`config.mk`:
```
export PLATFORM = sky130hd
export DESIGN_NAME = perf_event_select_counter
export DESIGN_NICKNAME = d
export VERILOG_FILES = /design/src/perf_pkg.sv /design/src/perf_event_if.sv /design/src/event_step_select.sv /design/src/perf_event_select_counter.sv
export VERILOG_INCLUDE_DIRS = /design/src
export SDC_FILE = /design/constraint.sdc
export NUM_CORES = 1
export LEC_CHECK = 0
export BUFFER_PORTS_ARGS = -buffer_cell sky130_fd_sc_hd__buf_2
export CORE_AREA = 2 2 79 81
export CTS_CLUSTER_DIAMETER = 30
export DETAILED_ROUTE_END_ITERATION = 16
export DIE_AREA = 0 0 81 83
export GPL_TIMING_DRIVEN = 0
export PLACE_DENSITY = 0.82
export REMOVE_ABC_BUFFERS = 1
export SLEW_MARGIN = 20
export SYNTH_ARGS = -nofsm -noshare
export SYNTH_HDL_FRONTEND = slang
export SYNTH_HIERARCHICAL = 1
export SYNTH_SLANG_ARGS = --single-unit
```
`constraint.sdc`:
```
create_clock -name ref_clk_i -period 2.4 [get_ports ref_clk_i]
set_input_delay 0.72 -clock ref_clk_i [delete_from_list [all_inputs] [get_ports ref_clk_i]]
set_output_delay 0.72 -clock ref_clk_i [all_outputs]
set_load 0.005 [all_outputs]
```
`src/perf_regs.svh`:
```
// Event codes, unit masks, reset values and sizes of the event counter.
`ifndef PERF_REGS_SVH
`define PERF_REGS_SVH

// ----------------------------------------------------------------------------
// Event codes and unit masks
// ----------------------------------------------------------------------------
`define EVT_BUBBLE_TWO 8'h98
`define EVT_DISPATCH_TOTAL 8'ha0
`define EVT_PORT_CYCLES 8'ha1
`define EVT_DECODE 8'haa
`define EVT_SP_SYNC 8'hab
`define MASK_NONE 8'h00
`define MASK_DECODED_ALL 8'h01
`define MASK_DECODED_COMPLEX 8'h08
`define MASK_SP_SYNC 8'h01
`define MASK_PORT_FIELD 8'h3f

// ----------------------------------------------------------------------------
// Sizes and reset values
// ----------------------------------------------------------------------------
`define PORT_COUNT 6
`define DECODE_WIDTH 3
`define STEP_WIDTH 3
`define COUNT_WIDTH 40
`define SYNC_INFLIGHT_MAX 8
`define COUNT_RESET 40'h00_0000_0000
`define INFLIGHT_RESET 4'h0

`endif

```
`src/perf_pkg.sv`:
```
// Types shared by the event counter modules.
`default_nettype none
package perf_pkg;
   typedef logic [7:0] event_code_t;
   typedef enum logic [0:0] {
      SP_CLEAN = 1'b0,
      SP_DIRTY = 1'b1
   } sp_state_t;
endpackage
`default_nettype wire

```
`src/perf_event_if.sv`:
```
// Bundle of raw core events and the chosen step between counter and selector.
`default_nettype none
`include "perf_regs.svh"
interface perf_event_if;
   perf_pkg::event_code_t event_code;
   perf_pkg::event_code_t unit_mask;
   logic counter_zero;
   logic branches_close;
   logic target_unaligned;
   logic [`PORT_COUNT-1:0] port_dispatch;
   logic [`DECODE_WIDTH-1:0] decoded_count;
   logic complex_decoded;
   logic sp_sync;
   logic [`STEP_WIDTH-1:0] step;
   logic matched;
   logic unsupported;
   modport src (
      output event_code, unit_mask, counter_zero, branches_close, target_unaligned,
      output port_dispatch, decoded_count, complex_decoded, sp_sync,
      input step, matched, unsupported
   );
   modport sel (
      input event_code, unit_mask, counter_zero, branches_close, target_unaligned,
      input port_dispatch, decoded_count, complex_decoded, sp_sync,
      output step, matched, unsupported
   );
endinterface
`default_nettype wire

```
`src/event_step_select.sv`:
```
// Matches event code and unit mask and forms this cycle's counter step.
`default_nettype none
`include "perf_regs.svh"
module event_step_select (
   perf_event_if.sel ev
);
   // -------------------------------------------------------------------------
   // Helpers
   // -------------------------------------------------------------------------
   function automatic logic [`STEP_WIDTH-1:0] ones(input logic [`PORT_COUNT-1:0] v);
      logic [`STEP_WIDTH-1:0] n;
      n = '0;
      for (int i = 0; i < `PORT_COUNT; i++) begin
         n = n + `STEP_WIDTH'(v[i]);
      end
      return n;
   endfunction

   // -------------------------------------------------------------------------
   // Selection
   // -------------------------------------------------------------------------
   logic port_mask_ok;

   always_comb begin
      // Only a single port bit may be set, else no port is chosen.
      port_mask_ok = (ones(ev.unit_mask[`PORT_COUNT-1:0]) == `STEP_WIDTH'(1)) &&
                     ((ev.unit_mask & ~`MASK_PORT_FIELD) == `MASK_NONE);
      ev.step = '0;
      ev.matched = 1'b0;
      ev.unsupported = 1'b0;
      case (ev.event_code)
         `EVT_BUBBLE_TWO: begin
            if (ev.unit_mask == `MASK_NONE) begin
               ev.matched = 1'b1;
               ev.step = `STEP_WIDTH'(ev.branches_close | ev.target_unaligned);
            end
         end
         `EVT_DISPATCH_TOTAL: begin
            if (ev.unit_mask == `MASK_NONE) begin
               ev.matched = 1'b1;
               ev.step = ones(ev.port_dispatch);
            end
         end
         `EVT_PORT_CYCLES: begin
            // Other counters lack the per-port wiring, so they hold still.
            ev.unsupported = !ev.counter_zero;
            if (ev.counter_zero && port_mask_ok) begin
               ev.matched = 1'b1;
               ev.step = `STEP_WIDTH'(|(ev.port_dispatch &
                                       ev.unit_mask[`PORT_COUNT-1:0]));
            end
         end
         `EVT_DECODE: begin
            if (ev.unit_mask == `MASK_DECODED_ALL) begin
               ev.matched = 1'b1;
               ev.step = ev.decoded_count;
            end else if (ev.unit_mask == `MASK_DECODED_COMPLEX) begin
               ev.matched = 1'b1;
               ev.step = `STEP_WIDTH'(ev.complex_decoded);
            end
         end
         `EVT_SP_SYNC: begin
            if (ev.unit_mask == `MASK_SP_SYNC) begin
               ev.matched = 1'b1;
               ev.step = `STEP_WIDTH'(ev.sp_sync);
            end
         end
         default: begin
            ev.matched = 1'b0;
         end
      endcase
   end
endmodule
`default_nettype wire

```
`src/perf_event_select_counter.sv`:
```
// Top of the event selector and counter, with stack pointer sync tracking.
// ----------------------------------------------------------------------------
// How it works
// - Code 98h with mask 00h counts one kind of taken-branch bubble.
// - That bubble is raised for closely packed taken branches or an unaligned target.
// - Code a0h with mask 00h adds all micro-ops dispatched this cycle, up to six.
// - Code a1h counts dispatch cycles of the one port named by a one-hot mask.
// - Each port dispatches at most one micro-op a cycle, so that step is at most one.
// - Per-port dispatch counting works only on general counter zero.
// - Code aah with mask 01h counts every decoded instruction.
// - Code aah with mask 08h counts complex decodes, at most one a cycle.
// - Code abh with mask 01h counts explicit stack pointer use after implicit change.
// - Each sync inserts a micro-op held from rename until retirement.
// ----------------------------------------------------------------------------
`default_nettype none
`include "perf_regs.svh"
module perf_event_select_counter #(
   parameter int CNT_W = `COUNT_WIDTH,
   parameter int INFLIGHT_MAX = `SYNC_INFLIGHT_MAX
) (
   input wire logic ref_clk_i,
   input wire logic resetn_i,
   input wire logic [7:0] event_code_i,
   input wire logic [7:0] unit_mask_i,
   input wire logic counter_zero_i,
   input wire logic branches_close_i,
   input wire logic target_unaligned_i,
   input wire logic [`PORT_COUNT-1:0] port_dispatch_i,
   input wire logic [`DECODE_WIDTH-1:0] decoded_count_i,
   input wire logic complex_decoded_i,
   input wire logic sp_implicit_mod_i,
   input wire logic sp_explicit_addr_i,
   input wire logic sync_uop_retire_i,
   output logic [CNT_W-1:0] count_o,
   output logic unsupported_select_o,
   output logic sync_uop_insert_o,
   output logic [3:0] sync_uops_in_flight_o,
   output logic rename_stall_o
);
   // -------------------------------------------------------------------------
   // Elaboration checks
   // -------------------------------------------------------------------------
   if (CNT_W < 8 || CNT_W > `COUNT_WIDTH) begin : g_bad_width
      $error("Counter width out of range.");
   end
   if (INFLIGHT_MAX < 1 || INFLIGHT_MAX > 15) begin : g_bad_depth
      $error("In-flight limit out of range.");
   end

   // -------------------------------------------------------------------------
   // Reset release
   // -------------------------------------------------------------------------
   logic rst_meta;
   logic rst_n;

   always_ff @(posedge ref_clk_i or negedge resetn_i) begin
      if (!resetn_i) begin
         rst_meta <= 1'b0;
         rst_n <= 1'b0;
      end else begin
         rst_meta <= 1'b1;
         rst_n <= rst_meta;
      end
   end

   // -------------------------------------------------------------------------
   // State
   // -------------------------------------------------------------------------
   typedef struct packed {
      perf_pkg::sp_state_t sp_state;
      logic [CNT_W-1:0] count;
      logic sync_insert;
      logic [3:0] inflight;
      logic unsupported;
   } state_t;

   state_t st;
   state_t next_st;
   logic sp_sync;
   logic full;

   perf_event_if ev ();

   assign ev.event_code = event_code_i;
   assign ev.unit_mask = unit_mask_i;
   assign ev.counter_zero = counter_zero_i;
   assign ev.branches_close = branches_close_i;
   assign ev.target_unaligned = target_unaligned_i;
   assign ev.port_dispatch = port_dispatch_i;
   assign ev.decoded_count = decoded_count_i;
   assign ev.complex_decoded = complex_decoded_i;
   assign ev.sp_sync = sp_sync;

   event_step_select u_sel (
      .ev(ev.sel)
   );

   // -------------------------------------------------------------------------
   // Next state
   // -------------------------------------------------------------------------
   assign full = (st.inflight == 4'(INFLIGHT_MAX));
   // A sync waits for a free slot; the access is held back meanwhile.
   assign sp_sync = (st.sp_state == perf_pkg::SP_DIRTY) && sp_explicit_addr_i && !full;
   assign rename_stall_o = (st.sp_state == perf_pkg::SP_DIRTY) && sp_explicit_addr_i && full;

   always_comb begin
      next_st = st;
      next_st.count = st.count + CNT_W'(ev.step);
      next_st.unsupported = ev.unsupported;
      next_st.sync_insert = sp_sync;
      next_st.inflight = st.inflight + 4'(sp_sync) -
                         4'(sync_uop_retire_i && st.inflight != 4'h0);
      case (st.sp_state)
         perf_pkg::SP_CLEAN: begin
            if (sp_implicit_mod_i) begin
               next_st.sp_state = perf_pkg::SP_DIRTY;
            end
         end
         perf_pkg::SP_DIRTY: begin
            if (sp_sync && !sp_implicit_mod_i) begin
               next_st.sp_state = perf_pkg::SP_CLEAN;
            end
         end
         default: begin
            next_st.sp_state = perf_pkg::SP_CLEAN;
         end
      endcase
   end

   always_ff @(posedge ref_clk_i or negedge rst_n) begin
      if (!rst_n) begin
         st.sp_state <= perf_pkg::SP_CLEAN;
         st.count <= CNT_W'(`COUNT_RESET);
         st.sync_insert <= 1'b0;
         st.inflight <= `INFLIGHT_RESET;
         st.unsupported <= 1'b0;
      end else begin
         st <= next_st;
      end
   end

   assign count_o = st.count;
   assign unsupported_select_o = st.unsupported;
   assign sync_uop_insert_o = st.sync_insert;
   assign sync_uops_in_flight_o = st.inflight;

   function automatic logic [2:0] pop6(input logic [`PORT_COUNT-1:0] v);
      logic [2:0] n;
      n = 3'h0;
      for (int i = 0; i < `PORT_COUNT; i++) begin
         n = n + 3'(v[i]);
      end
      return n;
   endfunction
endmodule
`default_nettype wire

```
# --- Word level (Yosys, flattened, before mapping) ---
# Cells that the tools add are included.
word_totals:
  register_bits: 49
  out_inout_bits: 47
  wordCells: 57
op_classes:
  n_bitwise: 3
  n_addsub: 13
  eq_ne: 9
  reduce_logical: 14
  mux: 11
op_table:
  columns: ["cell", "n"]
  rows:
  - ["40-bit by 3-bit adder with 40-bit output", 1]
  - ["8-bit equality test, second input constant", 5]
  - ["3-bit by 1-bit adder with 3-bit output", 8]
  - ["8-bit zero test", 2]
  - ["3-bit case mux with 5 select lines", 1]
  - ["3-bit 2-to-1 mux", 3]
  - ["8-bit by 1-bit equality test with 1-bit output, second input constant", 1]
  - ["8-bit by 4-bit equality test with 1-bit output, second input constant", 1]
  - ["1-bit logical AND", 7]
  - ["6-bit AND", 1]
  - ["1-bit 2-to-1 mux", 6]
  - ["6-bit OR reduction", 1]
  - ["1-bit by 1-bit adder with 2-bit output", 2]
  - ["4-bit by 1-bit adder with 4-bit output", 1]
  - ["4-bit equality test, second input constant", 1]
  - ["4-bit nonzero test", 1]
  - ["4-bit by 1-bit subtractor with 4-bit output", 1]
  - ["3-bit by 1-bit equality test with 1-bit output, second input constant", 1]
  - ["1-bit zero test", 3]
  - ["1-bit case mux with 2 select lines", 1]
  - ["1-bit inverter", 1]
  - ["1-bit bitwise OR", 1]

# --- Depth between registers and ports, before layout ---
# Gate-level depths: netlist of the first run.
logic_depth:
  word_depth: 11
  depth_mapped: 13
  mapped_depth_nobuf: 13

# --- Modules after synthesis ---
# The synthesis of the first run kept the hierarchy.
by_module_without_submodules:
  columns: ["mod", "instances", "cells_per_inst", "area_per_inst_um2"]
  rows:
  - ["perf_event_select_counter", 1, 244, 2616.3]
  - ["event_step_select", 1, 59, 494.2]

# --- Worst setup path after synthesis of the first run ---
# OpenSTA, ideal clock, no wires.
synth_timing:
  kind: "input-to-reg"
  from: "input unit_mask_i[2]"
  to: "register st, in the netlist count_o[18]"
  arrival_time_ns: 3.945
  path_stages: 11
  path_slack_ns: -1.668
  path_cell_list: "fa_1 fa_1 fa_1 or4_1 o221ai_1 ha_1 fa_1 a21oi_1 nor3_1 nand4_1 xnor2_1"
synth_rtl:
  columns: ["item", "line_no", "text"]
  rows:
  - ["start: declaration", "perf_event_select_counter.sv:24", "input wire logic [7:0] unit_mask_i,"]
  - ["end signal: assignment", "perf_event_select_counter.sv:138", "st <= next_st;"]
  - ["end: declaration", "perf_event_select_counter.sv:77", "state_t st;"]

==> impl_metrics.csv, run 1 <==
group,metric,value,unit
global_route,grt_util_met2,34.4,%
pwr,ir_drop,237,µV
routing,drt-total-wl,6390,µm
floorplanning,start_util,53.1,%
clocking,cts_num_sinks,49,
sta,layout_setup_ws,-1.35,ns
run,maxCapViolCount,0,
routing,wl_per_cell,14.9,µm
global_route,grt_pass1_vias,2381,
pwr,power_density,535,nW/µm²
global_route,grt_pass1_wl,10900,µm
floorplanning,num_rows,28,
floorplanning,die_y,83,µm
clocking,insertion_delay,0.30,ns
sta,setup_viol,40,
sta,max_clock_freq,266,MHz
placed_design,dp_hpwl,4650,µm
worst_setup_path,arrival,3.97,ns
cells_and_area,postLayoutCoreUtil,61.8,%
cells_and_area,layout.nets,409,
pwr,leakagePower,1.82,nW
worst_setup_path,worst_setup_path_start_kind,"input port",
yosys,ys_warn_count,6,
worst_setup_path,path_max_fanout,10,
clocking,clk_pin_slew_worst_paths,0.09,ns
worst_setup_path,critPathMaxStageDelay,0.51,ns
sta,slew_headroom,35.6,%
clocking,htreeDepth,2,
sta,min_period,3.75,ns
placed_design,port_buffers,80,
routing,post_drt_via_cell_ratio,5.32,
cells_and_area,drive_gt1_share,34.8,%
worst_setup_path,crit_chain,"buf_8 > fa_1 > fa_2 > fa_2 > or4_4 > o221ai_2 > ha_2 > buf_4 > nand3_4 > a211oi_4 > buf_12 > nand4b_1 > xnor2_1",
clocking,numCtsBuffers,5,
sta,min_period_over_period,156,%
global_route,grt-ovfl-total,0,
routing,ant_nets,0,
global_route,grt_max_degree,28,
global_route,grt_util_met1,24.9,%
routing,num_vias,2278,
clocking,cts_root_buf,"clkbuf_8",
floorplanning,core,5820,µm²
worst_setup_path,crit_path_end_kind,"flip-flop",
placed_design,gp_congestion,0.772,
floorplanning,die_width,81,µm
routing,drc,0,
routing,drtPass1Iterations,4,
run_status,status,"finished, violations left",
worst_setup_path,crit_path_frequent_cell,"fa_2",
clocking,clk_path_buf_depth,2,
yosys,syn_area,3090,µm²
global_route,busiest_layer,"met2",
run_status,violations,"setup timing",
worst_setup_path,crit_slowest_cell,"or4_4",
cells_and_area,fill_cells,489,
sta,final.setup.tns,-47.00,ns
clocking,tritoncts,"yes",
sta,slew_viol_final,0,
min_path,hold_class,"in2async",
sta,worstMarginPinSlew,0.959,ns
floorplanning,ios,81,
cells_and_area,syn_to_final_growth,16.5,%
cells_and_area,antenna_cells,0,
yosys,syn-instance-count,299,
global_route,grt.met3_usage,4.02,%
yosys,syn_avg_cell_area,10.3,µm²
sta,finalClockSkew,0.00576,ns
sta,hold_viol,0,
worst_setup_path,reg2reg_setup_slack,-0.50,ns
worst_setup_path,cp.required,2.62,ns
sta,rsz0062_at_grt,"true",
worst_setup_path,crit_type,"in2reg",
global_route,grt_util_all_layers,20.5,%
global_route,antenna_found_initial,0,
routing,drt-initial-drc-count,144,
floorplanning,die-area,6720,µm²
sta,holdWs,0.182,ns
flip-flops by register name, summed over array words and instances (netlist names):
name                   cells
rst_meta                   1
unsupported_select_o       1
sync_uop_insert_o          1
rst_n                      1
st                         1
sync_uops_in_flight_o      4
count_o                   40
critical path: cells and delay by family:
kind | cells | cell delay [ns]
adders and majority gates | 4 | 1.42
xor gates and xnor gates | 1 | 0.26
AOI/OAI and AO/OA | 2 | 0.43
buffers and inverters | 3 | 0.38
and+or+nand+nor | 3 | 0.75
where the power goes:
group	total (mW)	internal (mW)	switching [mW]
Combinational	0.387	0.189	0.197
Clock	0.614	0.340	0.274
Sequential	0.920	0.875	0.0459
per-stage QoR:
| step | cell area [µm²] | cells | total power [mW] | setup WS (ns) |
|---|---|---|---|---|
| global placement | 3240 | 408 | 1.28 | -2.18 |
| finish | 3590 | 428 | 1.92 | -1.35 |
| global route | 3590 | 428 | 2.04 | -1.45 |
| CTS | 3560 | 426 | 1.94 | -1.33 |
| detailed placement | 3260 | 409 | 1.32 | -2.31 |
| floorplan | 2740 | 253 | 1.16 | -1.64 |
worst paths after layout:
| path | startpoint | endpoint | depth (start not counted) |
|---|---|---|---|
| max | unit_mask_i[5] | count_o[29]$_DFF_PN0_ | 13 |
| min | resetn_i | rst_meta$_DFF_PN0_ | 1 |
| max reg2reg | sync_uops_in_flight_o[2]$_DFF_PN0_ | count_o[10]$_DFF_PN0_ | 15 |
| min reg2reg | rst_n$_DFF_PN0_ | count_o[39]$_DFF_PN0_ | 0 |
| max in group asynchronous | rst_n$_DFF_PN0_ | sync_uops_in_flight_o[3]$_DFF_PN0_ | 1 |
| min in group ref_clk_i | rst_meta$_DFF_PN0_ | rst_n$_DFF_PN0_ | 0 |
placed cells by master (no fill, tap or decap), types with 2 or more instances in the layout:
cell and n:
or4_4 2, clkbuf_8 6, buf_4 6, xor2_1 6, nor3_1 5, fa_2 3
dfrtp_1 48, ha_1 14, and3_1 5, nor2_1 13, nor4_4 2, nand3_1 11
a22oi_1 2, inv_1 22, fa_1 5, buf_6 5, nand4_1 21, buf_12 2
nor2b_1 2, nand3_2 2, a21o_1 2, xnor2_1 33, nor4_1 2, nand4b_1 4
nand2_1 18, o22ai_1 2, buf_2 78, a21oi_1 3
area by class of cell:
class                   count  area [µm²]  share of cell area (%)
multi-input cells         182        1530                    42.5
inverters                  22        82.6                    2.30
well taps                  75        93.8                    2.61
clock inverters             1        30.0                   0.835
repair buffers             92         547                    15.2
clock buffers               7        86.3                    2.40
flip-flops and latches     49        1230                    34.1
what timing repair did:
item / CTS / global route
hold buffers: 0 / 0
setup endpoints to repair: 40 / 40
pin swaps: 15 / 13
hold endpoints to repair: 0 / 0
buffers inserted: 9 / 2
resized for setup: 24 / 5
layer usage:
metal | up-vias | share of wire (%)
li1 | 1087 | -
met5 | - | 0
met1 | 1086 | 40
met2 | 85 | 51
met4 | 0 | 3.2
met3 | 20 | 5.7
(Power assumes the default switching activity.)
==> inputs of run 2 (changes only) <==
--- a/config.mk
+++ b/config.mk
@@ -12,7 +12,7 @@
 export DETAILED_ROUTE_END_ITERATION = 16
 export DIE_AREA = 0 0 81 83
 export GPL_TIMING_DRIVEN = 0
-export PLACE_DENSITY = 0.82
+export PLACE_DENSITY = 0.8
 export REMOVE_ABC_BUFFERS = 1
 export SLEW_MARGIN = 20
 export SYNTH_ARGS = -nofsm -noshare
==> run 2 against run 1 <==
  * The flow still finishes with violations (setup timing)
  * Count of clock-buffer cells in the layout decreased by 1
  * Critical path depth unchanged
  * Sequential power about the same
  * Largest power group unchanged
  * Register-to-register slack improved by 0.08 ns
  * Highest routed layer unchanged
==> impl_metrics.csv, run 2 (synthesis gave the netlist of run 1 again) <==
group,metric,value,unit
cells_and_area,syn_to_final_growth,18.4,%
global_route,grt_util_all_layers,19.7,%
global_route,grt_max_degree,36,
sta,min_period,3.72,ns
run_status,violations,"setup timing",
sta,setup_viol,40,
run,maxCapViolCount,0,
cells_and_area,mostFrequentLayoutCells,"buf_2, dfrtp_1, xnor2_1",
sta,slew_viol_final,0,
routing,drt-initial-drc-count,137,
worst_setup_path,cp.required,2.61,ns
placed_design,port_buffers,80,
sta,worstMarginPinSlew,0.960,ns
clocking,cts_root_buf,"clkbuf_8",
cells_and_area,antenna_cells,0,
sta,slew_headroom,35.5,%
routing,drtPass1Iterations,4,
clocking,clk_pin_slew_worst_paths,0.09,ns
global_route,antenna_found_initial,0,
worst_setup_path,crit_path_end_kind,"flip-flop",
clocking,tritoncts,"yes",
cells_and_area,layout.nets,410,
cells_and_area,final_common_cell,"buf_2",
worst_setup_path,crit_type,"in2reg",
routing,num_vias,2294,
routing,post_drt_via_cell_ratio,5.35,
floorplanning,start_util,53.1,%
clocking,cts_num_sinks,49,
cells_and_area,fill_cells,475,
clocking,insertion_delay,0.30,ns
floorplanning,die_width,81,µm
global_route,grt-ovfl-total,0,
worst_setup_path,worst_setup_path_start_kind,"input port",
placed_design,dp_hpwl,4610,µm
floorplanning,die-area,6720,µm²
global_route,grt_pass1_vias,2336,
routing,drc,0,
placed_design,place_ws,-2.27,ns
floorplanning,num_rows,28,
routing,drt-total-wl,6250,µm
worst_setup_path,path_max_fanout,10,
sta,hold_viol,0,
sta,min_period_over_period,155,%
cells_and_area,area.sequential,1230,µm²
routing,wl_per_cell,14.6,µm
floorplanning,ios,81,
floorplanning,core,5820,µm²
cells_and_area,drive_gt1_share,36.4,%
run_status,status,"finished, violations left",
clocking,clk_path_buf_depth,2,
sta,layout_setup_ws,-1.32,ns
pwr,leakagePower,1.83,nW
placed_design,gp_congestion,0.822,
pwr,power_density,522,nW/µm²
sta,max_clock_freq,269,MHz
pwr,ir_drop,418,µV
pwr,p_total,1.91,mW
clocking,numCtsBuffers,5,
sta,finalClockSkew,0.00946,ns
global_route,grt_pass1_wl,10600,µm
worst_setup_path,arrival,3.93,ns
sta,rsz0062_at_grt,"true",
routing,ant_nets,0,
cells_and_area,largest_reg_flops,40,
clocking,htreeDepth,2,
floorplanning,die_y,83,µm
cells_and_area,multi_input_area,1580,µm²
min_path,hold_class,"reg2async",
## run 2: power by group
part / switching [mW] / internal [mW]
logic: 0.196 / 0.190
registers: 0.0428 / 0.874
clock network: 0.267 / 0.339
total: 0.505 / 1.40
## run 2: per-layer routing
metal,GRT usage (%),up-vias,share of wire [%]
li1,-,1084,-
met1,24.7,1124,40
met2,33.1,74,52
met3,4.13,12,5.2
met4,6.93,0,1.8
met5,0,-,0
## run 2: final timing paths
| path | from | end | slack, ns | cells after the start |
|---|---|---|---|---|
| setup / recovery | unit_mask_i[3] | count_o[39]$_DFF_PN0_ | -1.32 | 13 |
| hold / removal | rst_n$_DFF_PN0_ | count_o[39]$_DFF_PN0_ | 0.17 | 0 |
| setup reg to reg | sync_uops_in_flight_o[2]$_DFF_PN0_ | count_o[6]$_DFF_PN0_ | -0.42 | 14 |
| hold reg to reg | rst_n$_DFF_PN0_ | count_o[39]$_DFF_PN0_ | 0.17 | 0 |
| max in group asynchronous | rst_n$_DFF_PN0_ | st[46]$_DFF_PN0_ | 1.73 | 1 |
| min in group ref_clk_i | rst_meta$_DFF_PN0_ | rst_n$_DFF_PN0_ | 0.36 | 0 |
## run 2: area by class of cell
cell class	instances	area share, %
Multi-Input combinational cell	182	43.2
Sequential cell	49	33.6
Timing Repair Buffer	93	15.2
Tap cell	75	2.57
Clock buffer	6	2.26
Inverter	22	2.26
Clock inverter	2	1.03
## run 2: critical path, cell delays in order
cell and delay, ns:
buf_8 0.10, fa_1 0.50, fa_2 0.39, fa_2 0.34, or4_4 0.53, o221ai_4 0.17, ha_4 0.18, buf_6 0.10
nand3_4 0.10, a211oi_4 0.27, buf_12 0.17, nand4_1 0.12, xnor2_1 0.24
## run 2: per-stage QoR
| step | setup TNS [ns] | cells | utilization [%] | hold WS [ns] | instance area (µm²) |
|---|---|---|---|---|---|
| after global placement | -74.62 | 408 | 55.6 | 0.339 | 3240 |
| after CTS | -47.76 | 426 | 61.4 | 0.176 | 3570 |
| after floorplan | -56.70 | 253 | - | 0.331 | 2740 |
| final | -47.38 | 429 | 62.9 | 0.169 | 3660 |
| after global routing | -51.69 | 429 | 62.9 | 0.174 | 3660 |
| after detailed placement | -77.71 | 409 | 56.0 | 0.169 | 3260 |
## run 2: repair_timing
item,CTS,global route
buffers inserted,9,3
hold buffers,0,0
resized for setup,26,11
pin swaps,19,20
setup endpoints to repair,40,40
